File: src/verilog/tmc_params.svh
// Constants for the timer count bytes and third-timer control block.
// Assumes inclusion by bare name from the design files.
`ifndef TMC_PARAMS_SVH
`define TMC_PARAMS_SVH

// ******************************************************
// Register addresses
// ******************************************************
`define TMC_ADDR_T0_LOW 8'h8A
`define TMC_ADDR_T1_LOW 8'h8B
`define TMC_ADDR_T0_HIGH 8'h8C
`define TMC_ADDR_T1_HIGH 8'h8D
`define TMC_ADDR_CTRL 8'hC8
`define TMC_ADDR_RLD_LOW 8'hCA
`define TMC_ADDR_RLD_HIGH 8'hCB
`define TMC_ADDR_CNT_LOW 8'hCC
`define TMC_ADDR_CNT_HIGH 8'hCD

// ******************************************************
// Values and counts
// ******************************************************
`define TMC_RST_BYTE 8'h00
`define TMC_BYTE_MAX 8'hFF
`define TMC_WORD_ONE 16'h0001
`define TMC_T01_COUNT 4
`define TMC_SYS_DIV_LAST 4'hB
`define TMC_RTC_DIV_LAST 3'h7
`define TMC_XCLK_SYS_CAP_RTC 2'h0
`define TMC_XCLK_RTC 2'h3
`define TMC_SYNC_RTC 0
`define TMC_SYNC_CAP 1
`define TMC_SYNC_COUNT 2

`endif

File: src/verilog/tmc_pkg.sv
// Types shared by the timer block files.
// Assumes nothing beyond a SystemVerilog compiler.
`default_nettype none
package tmc_pkg;

   // Special function register access, one request per cycle
   typedef struct packed {
      logic wr;
      logic rd;
      logic [7:0] addr;
      logic [7:0] wdata;
   } tmc_sfr_req_t;

   // Third timer control byte, bit 7 first
   typedef struct packed {
      logic high_overflow_flag;
      logic low_overflow_flag;
      logic low_overflow_irq_enable;
      logic capture_enable;
      logic split_enable;
      logic third_timer_run;
      logic [1:0] external_clock_select;
   } tmc_ctrl_t;

endpackage
`default_nettype wire

File: src/verilog/tmc_sync.sv
// Two-flop synchroniser with a rising-edge pulse.
// Assumes an asynchronous input and the system clock.
`timescale 1ns/1ns
`default_nettype none
module tmc_sync (
   input wire logic clk_sys_in,
   input wire logic nrst_in,
   input wire logic async_in,
   output logic rise_out
);
   logic meta_reg;
   logic sync_reg;
   logic last_reg;
   logic rise_next;

   always_comb begin
      rise_next = sync_reg & ~last_reg;
   end

   always_ff @(posedge clk_sys_in or negedge nrst_in) begin
      if (!nrst_in) begin
         meta_reg <= 1'b0;
         sync_reg <= 1'b0;
         last_reg <= 1'b0;
         rise_out <= 1'b0;
      end else begin
         meta_reg <= async_in;
         sync_reg <= meta_reg;
         last_reg <= sync_reg;
         rise_out <= rise_next;
      end
   end
endmodule
`default_nettype wire

File: src/verilog/tmc_timer_top.sv
// Timer count bytes and third timer with control, reload and capture.
// Assumes single-cycle register requests on the system clock and
// asynchronous real-time clock and capture pins.
//
// Functional notes
// - First timer low byte, readable, writable, reset zero
// - First timer high byte at own address
// - Second timer low byte readable and writable
// - Second timer high byte readable and writable
// - High byte wrap sets high overflow flag
// - High flag requests interrupt; only firmware clears
// - Low byte wrap sets low flag always
// - Low overflow interrupts when both enables set
// - Capture copies count to reload, interrupts
// - Split bit chooses sixteen or two eight
// - Run gates timer; split: only high byte
// - Reload bytes hold reload or captured value
// - Clock select picks source; sources synchronised
`include "tmc_params.svh"
`timescale 1ns/1ns
`default_nettype none
module tmc_timer_top (
   input wire logic clk_sys_in,
   input wire logic nrst_in,
   input wire tmc_pkg::tmc_sfr_req_t sfr_req_in,
   input wire logic t2_irq_en_in,
   input wire logic t2_low_sysclk_in,
   input wire logic t2_high_sysclk_in,
   input wire logic rtc_clk_in,
   input wire logic capture_pin_in,
   output logic [7:0] sfr_rdata_out,
   output logic t2_irq_out
);
   // ******************************************************
   // Synchronised external sources
   // ******************************************************
   logic [`TMC_SYNC_COUNT-1:0] ext_async;
   logic [`TMC_SYNC_COUNT-1:0] ext_rise;

   assign ext_async[`TMC_SYNC_RTC] = rtc_clk_in;
   assign ext_async[`TMC_SYNC_CAP] = capture_pin_in;

   genvar gi;
   generate
      for (gi = 0; gi < `TMC_SYNC_COUNT; gi = gi + 1) begin : g_sync
         tmc_sync u_sync (
            .clk_sys_in(clk_sys_in),
            .nrst_in(nrst_in),
            .async_in(ext_async[gi]),
            .rise_out(ext_rise[gi])
         );
      end
   endgenerate

   // ******************************************************
   // Prescalers
   // ******************************************************
   logic [3:0] sys_div_reg;
   logic [3:0] sys_div_next;
   logic [2:0] rtc_div_reg;
   logic [2:0] rtc_div_next;
   logic sys_tick;
   logic rtc_tick;

   always_comb begin
      sys_tick = (sys_div_reg == `TMC_SYS_DIV_LAST);
      sys_div_next = sys_tick ? 4'h0 : sys_div_reg + 4'h1;
      rtc_tick = ext_rise[`TMC_SYNC_RTC] &
                 (rtc_div_reg == `TMC_RTC_DIV_LAST);
      rtc_div_next = rtc_div_reg;
      if (ext_rise[`TMC_SYNC_RTC]) begin
         rtc_div_next = rtc_div_reg + 3'h1;
      end
   end

   always_ff @(posedge clk_sys_in or negedge nrst_in) begin
      if (!nrst_in) begin
         sys_div_reg <= 4'h0;
         rtc_div_reg <= 3'h0;
      end else begin
         sys_div_reg <= sys_div_next;
         rtc_div_reg <= rtc_div_next;
      end
   end

   // ******************************************************
   // Register decode
   // ******************************************************
   tmc_pkg::tmc_ctrl_t ctrl_reg;
   tmc_pkg::tmc_ctrl_t ctrl_next;
   logic [7:0] cnt_low_reg;
   logic [7:0] cnt_low_next;
   logic [7:0] cnt_high_reg;
   logic [7:0] cnt_high_next;
   logic [7:0] rld_low_reg;
   logic [7:0] rld_low_next;
   logic [7:0] rld_high_reg;
   logic [7:0] rld_high_next;
   logic wr_ctrl;
   logic wr_cnt_low;
   logic wr_cnt_high;
   logic wr_rld_low;
   logic wr_rld_high;

   always_comb begin
      wr_ctrl = sfr_req_in.wr & (sfr_req_in.addr == `TMC_ADDR_CTRL);
      wr_cnt_low = sfr_req_in.wr &
                   (sfr_req_in.addr == `TMC_ADDR_CNT_LOW);
      wr_cnt_high = sfr_req_in.wr &
                    (sfr_req_in.addr == `TMC_ADDR_CNT_HIGH);
      wr_rld_low = sfr_req_in.wr &
                   (sfr_req_in.addr == `TMC_ADDR_RLD_LOW);
      wr_rld_high = sfr_req_in.wr &
                    (sfr_req_in.addr == `TMC_ADDR_RLD_HIGH);
   end

   // ******************************************************
   // First and second timer count bytes
   // ******************************************************
   logic [7:0] t01_reg [`TMC_T01_COUNT];
   logic [7:0] t01_next [`TMC_T01_COUNT];

   always_comb begin
      for (int i = 0; i < `TMC_T01_COUNT; i++) begin
         t01_next[i] = t01_reg[i];
         if (sfr_req_in.wr &&
             sfr_req_in.addr == `TMC_ADDR_T0_LOW + 8'(i)) begin
            t01_next[i] = sfr_req_in.wdata;
         end
      end
   end

   always_ff @(posedge clk_sys_in or negedge nrst_in) begin
      if (!nrst_in) begin
         for (int i = 0; i < `TMC_T01_COUNT; i++) begin
            t01_reg[i] <= `TMC_RST_BYTE;
         end
      end else begin
         t01_reg <= t01_next;
      end
   end

   // ******************************************************
   // Third timer
   // ******************************************************
   logic ext_tick;
   logic tick_low;
   logic tick_high;
   logic cap_ev;
   logic lo_wrap;
   logic hi_wrap;
   logic [15:0] cnt_inc;

   always_comb begin
      ext_tick = (ctrl_reg.external_clock_select == `TMC_XCLK_RTC) ?
                 rtc_tick : sys_tick;
      tick_low = t2_low_sysclk_in | ext_tick;
      tick_high = t2_high_sysclk_in | ext_tick;
      cap_ev = ctrl_reg.capture_enable &
               ((ctrl_reg.external_clock_select ==
                 `TMC_XCLK_SYS_CAP_RTC) ?
                rtc_tick : ext_rise[`TMC_SYNC_CAP]);
      cnt_inc = {cnt_high_reg, cnt_low_reg} + `TMC_WORD_ONE;
      cnt_low_next = cnt_low_reg;
      cnt_high_next = cnt_high_reg;
      lo_wrap = 1'b0;
      hi_wrap = 1'b0;
      if (!ctrl_reg.split_enable) begin
         if (ctrl_reg.third_timer_run && tick_low) begin
            lo_wrap = (cnt_low_reg == `TMC_BYTE_MAX);
            hi_wrap = lo_wrap & (cnt_high_reg == `TMC_BYTE_MAX);
            cnt_low_next = cnt_inc[7:0];
            cnt_high_next = cnt_inc[15:8];
            if (hi_wrap && !ctrl_reg.capture_enable) begin
               cnt_low_next = rld_low_reg;
               cnt_high_next = rld_high_reg;
            end
         end
      end else begin
         if (tick_low) begin
            lo_wrap = (cnt_low_reg == `TMC_BYTE_MAX);
            cnt_low_next = cnt_low_reg + 8'h01;
            if (lo_wrap && !ctrl_reg.capture_enable) begin
               cnt_low_next = rld_low_reg;
            end
         end
         if (ctrl_reg.third_timer_run && tick_high) begin
            hi_wrap = (cnt_high_reg == `TMC_BYTE_MAX);
            cnt_high_next = cnt_high_reg + 8'h01;
            if (hi_wrap && !ctrl_reg.capture_enable) begin
               cnt_high_next = rld_high_reg;
            end
         end
      end
      if (wr_cnt_low) begin
         cnt_low_next = sfr_req_in.wdata;
      end
      if (wr_cnt_high) begin
         cnt_high_next = sfr_req_in.wdata;
      end
   end

   always_comb begin
      rld_low_next = rld_low_reg;
      rld_high_next = rld_high_reg;
      if (wr_rld_low) begin
         rld_low_next = sfr_req_in.wdata;
      end
      if (wr_rld_high) begin
         rld_high_next = sfr_req_in.wdata;
      end
      if (cap_ev) begin
         rld_low_next = cnt_low_reg;
         rld_high_next = cnt_high_reg;
      end
      ctrl_next = ctrl_reg;
      if (wr_ctrl) begin
         ctrl_next = tmc_pkg::tmc_ctrl_t'(sfr_req_in.wdata);
      end
      if (hi_wrap || cap_ev) begin
         ctrl_next.high_overflow_flag = 1'b1;
      end
      if (lo_wrap) begin
         ctrl_next.low_overflow_flag = 1'b1;
      end
   end

   always_ff @(posedge clk_sys_in or negedge nrst_in) begin
      if (!nrst_in) begin
         ctrl_reg <= tmc_pkg::tmc_ctrl_t'(`TMC_RST_BYTE);
         cnt_low_reg <= `TMC_RST_BYTE;
         cnt_high_reg <= `TMC_RST_BYTE;
         rld_low_reg <= `TMC_RST_BYTE;
         rld_high_reg <= `TMC_RST_BYTE;
      end else begin
         ctrl_reg <= ctrl_next;
         cnt_low_reg <= cnt_low_next;
         cnt_high_reg <= cnt_high_next;
         rld_low_reg <= rld_low_next;
         rld_high_reg <= rld_high_next;
      end
   end

   // ******************************************************
   // Read data and interrupt request
   // ******************************************************
   logic [7:0] rdata_next;
   logic irq_next;

   always_comb begin
      irq_next = t2_irq_en_in & (ctrl_reg.high_overflow_flag |
                 (ctrl_reg.low_overflow_flag &
                  ctrl_reg.low_overflow_irq_enable));
      rdata_next = sfr_rdata_out;
      if (sfr_req_in.rd) begin
         case (sfr_req_in.addr)
            `TMC_ADDR_T0_LOW: rdata_next = t01_reg[0];
            `TMC_ADDR_T1_LOW: rdata_next = t01_reg[1];
            `TMC_ADDR_T0_HIGH: rdata_next = t01_reg[2];
            `TMC_ADDR_T1_HIGH: rdata_next = t01_reg[3];
            `TMC_ADDR_CTRL: rdata_next = ctrl_reg;
            `TMC_ADDR_RLD_LOW: rdata_next = rld_low_reg;
            `TMC_ADDR_RLD_HIGH: rdata_next = rld_high_reg;
            `TMC_ADDR_CNT_LOW: rdata_next = cnt_low_reg;
            `TMC_ADDR_CNT_HIGH: rdata_next = cnt_high_reg;
            default: rdata_next = `TMC_RST_BYTE;
         endcase
      end
   end

   always_ff @(posedge clk_sys_in or negedge nrst_in) begin
      if (!nrst_in) begin
         sfr_rdata_out <= `TMC_RST_BYTE;
         t2_irq_out <= 1'b0;
      end else begin
         sfr_rdata_out <= rdata_next;
         t2_irq_out <= irq_next;
      end
   end
endmodule
`default_nettype wire
File: config.mk
export PLATFORM = sky130hd
export DESIGN_NAME = tmc_timer_top
export DESIGN_NICKNAME = d
export VERILOG_FILES = /design/src/verilog/tmc_pkg.sv /design/src/verilog/tmc_sync.sv /design/src/verilog/tmc_timer_top.sv
export VERILOG_INCLUDE_DIRS = /design/src /design/src/verilog
export SDC_FILE = /design/constraint.sdc
export NUM_CORES = 1
export LEC_CHECK = 0
export BUFFER_PORTS_ARGS = -buffer_cell sky130_fd_sc_hd__buf_4
export CORE_ASPECT_RATIO = 0.6
export CORE_MARGIN = 1
export CORE_UTILIZATION = 45
export CTS_BUF_LIST = sky130_fd_sc_hd__clkbuf_16
export CTS_CLUSTER_DIAMETER = 30
export DETAILED_ROUTE_END_ITERATION = 10
export PLACE_DENSITY = 0.69
export SYNTH_ARGS = -nofsm -noshare
export SYNTH_HDL_FRONTEND = slang
export SYNTH_SLANG_ARGS = --single-unit
File: constraint.sdc
create_clock -name clk_sys_in -period 2.9 [get_ports clk_sys_in]
set_input_delay 0.58 -clock clk_sys_in [delete_from_list [all_inputs] [get_ports clk_sys_in]]
set_output_delay 0.58 -clock clk_sys_in [all_outputs]
set_load 0.01 [all_outputs]
==> results.cfg <==
[run_status]
status = complete, no violations

[clocking]
cts_tree = yes
cts_setup_buffers = 0
clock-sinks = 96
cts_hold_buf = 0
clk_pin_slew_ns = 0.07
cts_root_buf = clkbuf_16
cts_buffer_depth = 2
htreeDepth = 3
clk_latency_ns = 0.35
post_cts_resized = 0
numCtsBuffers = 9

[worst_setup_path]
worstReg2RegStart = cnt_low_reg[0]
critPathCaptureType = register
critical_path_class = register to register
startpoint_type = register
r2r_slack_ns = 0.57
cp_max_fo = 8
r2r-end = cnt_high_reg[4]
endpoint = cnt_high_reg[4]
crit_arrival_ns = 2.57
critPathRequiredTime_ns = 3.14
rr_worst_depth = 6
crit_start = cnt_low_reg[0]

[cells_and_area]
final_common_cell = dfrtp_1
drive_gt1_frac = 0.214
regArea_mm2 = 0.00240
syn_to_final_growth_pct = 11.6
layout.cells.non_filler = 708
nets = 573
mostFrequentLayoutCells = dfrtp_1, mux2_2, nand2_1
largest_reg_flops = 32
multi_input_area_mm2 = 0.00273
n_antenna_cell = 0
fillers = 1065

[floorplanning]
core-area_mm2 = 0.0114
die_x_um = 143
num_rows = 30
start_util = 0.468
fp.dieArea_mm2 = 0.0124
die_y_um = 86.5
boundaryPins = 34

[yosys]
netlist_area_mm2 = 0.00536
synth.avg_cell_area_um2 = 10.0
ys.flop_type = dfrtp_1
syn_inst = 533
ys_ff_latch = 96
synth_edf_count = 0
synthArstFlopShare = 1.00
syn_nets = 563
synth_area_leaders = dfrtp_1, mux2_2, mux2i_1, a21oi_1, nand2_1
yosysTopAreaCellShare = 0.449
ys_seq_area_frac = 0.449
synth_area_leader_cell = dfrtp_1
yosys_warnings = 0
synth_cell_types = 64

[timing]
rsz0062_at_grt = false
min_period_ns = 2.33
fin_tns_setup_ns = 0
relSlewSlack = 0.484
maxSlewViolCount = 0
final.period_utilization = 0.803
max_freq_mhz = 429
skew_ns = 0.00636
worst_slack_ns = 0.570
worst_pin_slew_ns = 0.768
hold_viol_final = 0
finalSetupViolCount = 0

[power]
ir_drop_mv = 0.328
p_leak_nw = 2.47
p_seq_frac = 0.501
report.power.total_mw = 3.36
power.switching_mw = 1.04
comb_power_share = 0.150
sw_frac_of_total = 0.310
p_int_mw = 2.32
p_per_area_mw_per_mm2 = 562
power_frac_clock = 0.349

[global_route]
grt_pass1_vias = 4149
grt_overflow = 0
antenna_found_initial = 0
grtUsageTotal = 0.259
grt_max_degree = 65
grt_pass1_wl_mm = 23.8

[detailed_routing]
routed_wl_mm = 15.3
post_drt_wl_per_cell_um = 21.6
drt_iter0_markers = 497
detail_route.vias_per_cell = 6.34
first_pass_iters = 6
drc = 0
num_vias = 4490
antenna_left = 0

[placed_design]
dp.cells = 692
dpl.hpwl_mm = 11.0
port_buffers = 33
post-place-ws_ns = 0.505
place_congestion = 0.912

[flow_run]
drv_cap = 0

[hold_path]
hold_path_class = input pin to async pin
[layer usage]
layer / share of wire / GRT usage / vias to the layer above
li1: - / - / 2003
met1: 0.49 / 0.414 / 2254
met2: 0.41 / 0.349 / 213
met3: 0.093 / 0.0575 / 20
met4: 0.0090 / 0.0538 / 0
met5: 0 / 0 / -
[layout make-up]
cell class	instances	share of cell area
clock inverters	7	0.0103
well taps	160	0.0335
flip-flops and latches	96	0.402
multi-input cells	386	0.457
repair buffers	41	0.0536
inverters	9	0.00565
clock buffers	9	0.0377
[Yosys cell counts (all sizes together), types with 2 or more instances]
master and number:
inv 9, mux2 47, nor3 14, a311oi 4
nand4b 2, nor4b 3, o2bb2ai 3, and3b 3
a221oi 11, and4b 2, a211oi 12, a22o 2
nor2b 8, o21ai 24, ha 5, a2bb2oi 2
nand4 5, nand2b 4, nand3 17, or2 2
nor4 5, xnor2 3, o22ai 3, a32oi 3
o211ai 3, a21oi 32, buf 21, mux2i 23
o41ai 2, o31ai 3, xor2 4, a21boi 2
a211o 2, nor2 41, a31oi 8, dfrtp 96
a22oi 14, and3 4, nand2 42, or3 3
clkbuf 21, and4 4, nor3b 2
[power by group through the flow]
stage	registers, mW	logic (mW)	clock network (mW)
3_5_place_dp	1.70	0.500	0
5_1_grt	1.70	0.549	1.25
4_1_cts	1.68	0.502	1.19
3_3_place_gp	1.70	0.484	0
6_report	1.68	0.503	1.17
2_1_floorplan	1.59	0.409	0
[critical path, cell delays in order (launching register included)]
cell      delay (ns)
dfrtp_1         0.48
ha_1            0.25
and3_1          0.26
a21oi_1         0.14
nor3_1          0.61
a211oi_1        0.18
a211oi_1        0.30
[worst min-delay path by stage]
stage                                         start                   endpoint  slack, ns
after floorplan                             nrst_in            cnt_high_reg[0]       0.28
after global routing                        nrst_in             rld_low_reg[2]       0.21
after CTS                                   nrst_in                t01_reg[27]       0.20
after detailed placement  g_sync[0].u_sync.meta_reg  g_sync[0].u_sync.sync_reg       0.33
after global placement    g_sync[1].u_sync.meta_reg  g_sync[1].u_sync.sync_reg       0.34
final                                       nrst_in             cnt_low_reg[1]       0.18
[through the flow]
stage,hold WS (ns),util,instance area (um2)
floorplan,0.284,-,5360
detailed placement,0.335,0.497,5690
global placement,0.336,0.497,5690
finish,0.183,0.522,5980
global route,0.211,0.522,5980
CTS,0.200,0.522,5980
[kinds of logic after synthesis]
kind of cell	count (synthesis)	share of synthesized area
adder cells (fa/ha/maj)	5	0.0117
buffers and inverters	51	0.0411
flip-flops	96	0.449
multiplexers	70	0.142
AO/OA/AOI/OAI	140	0.179
XOR/XNOR	7	0.0114
AND/OR/NAND/NOR	164	0.167
Power figures use the tool's default switching activity.
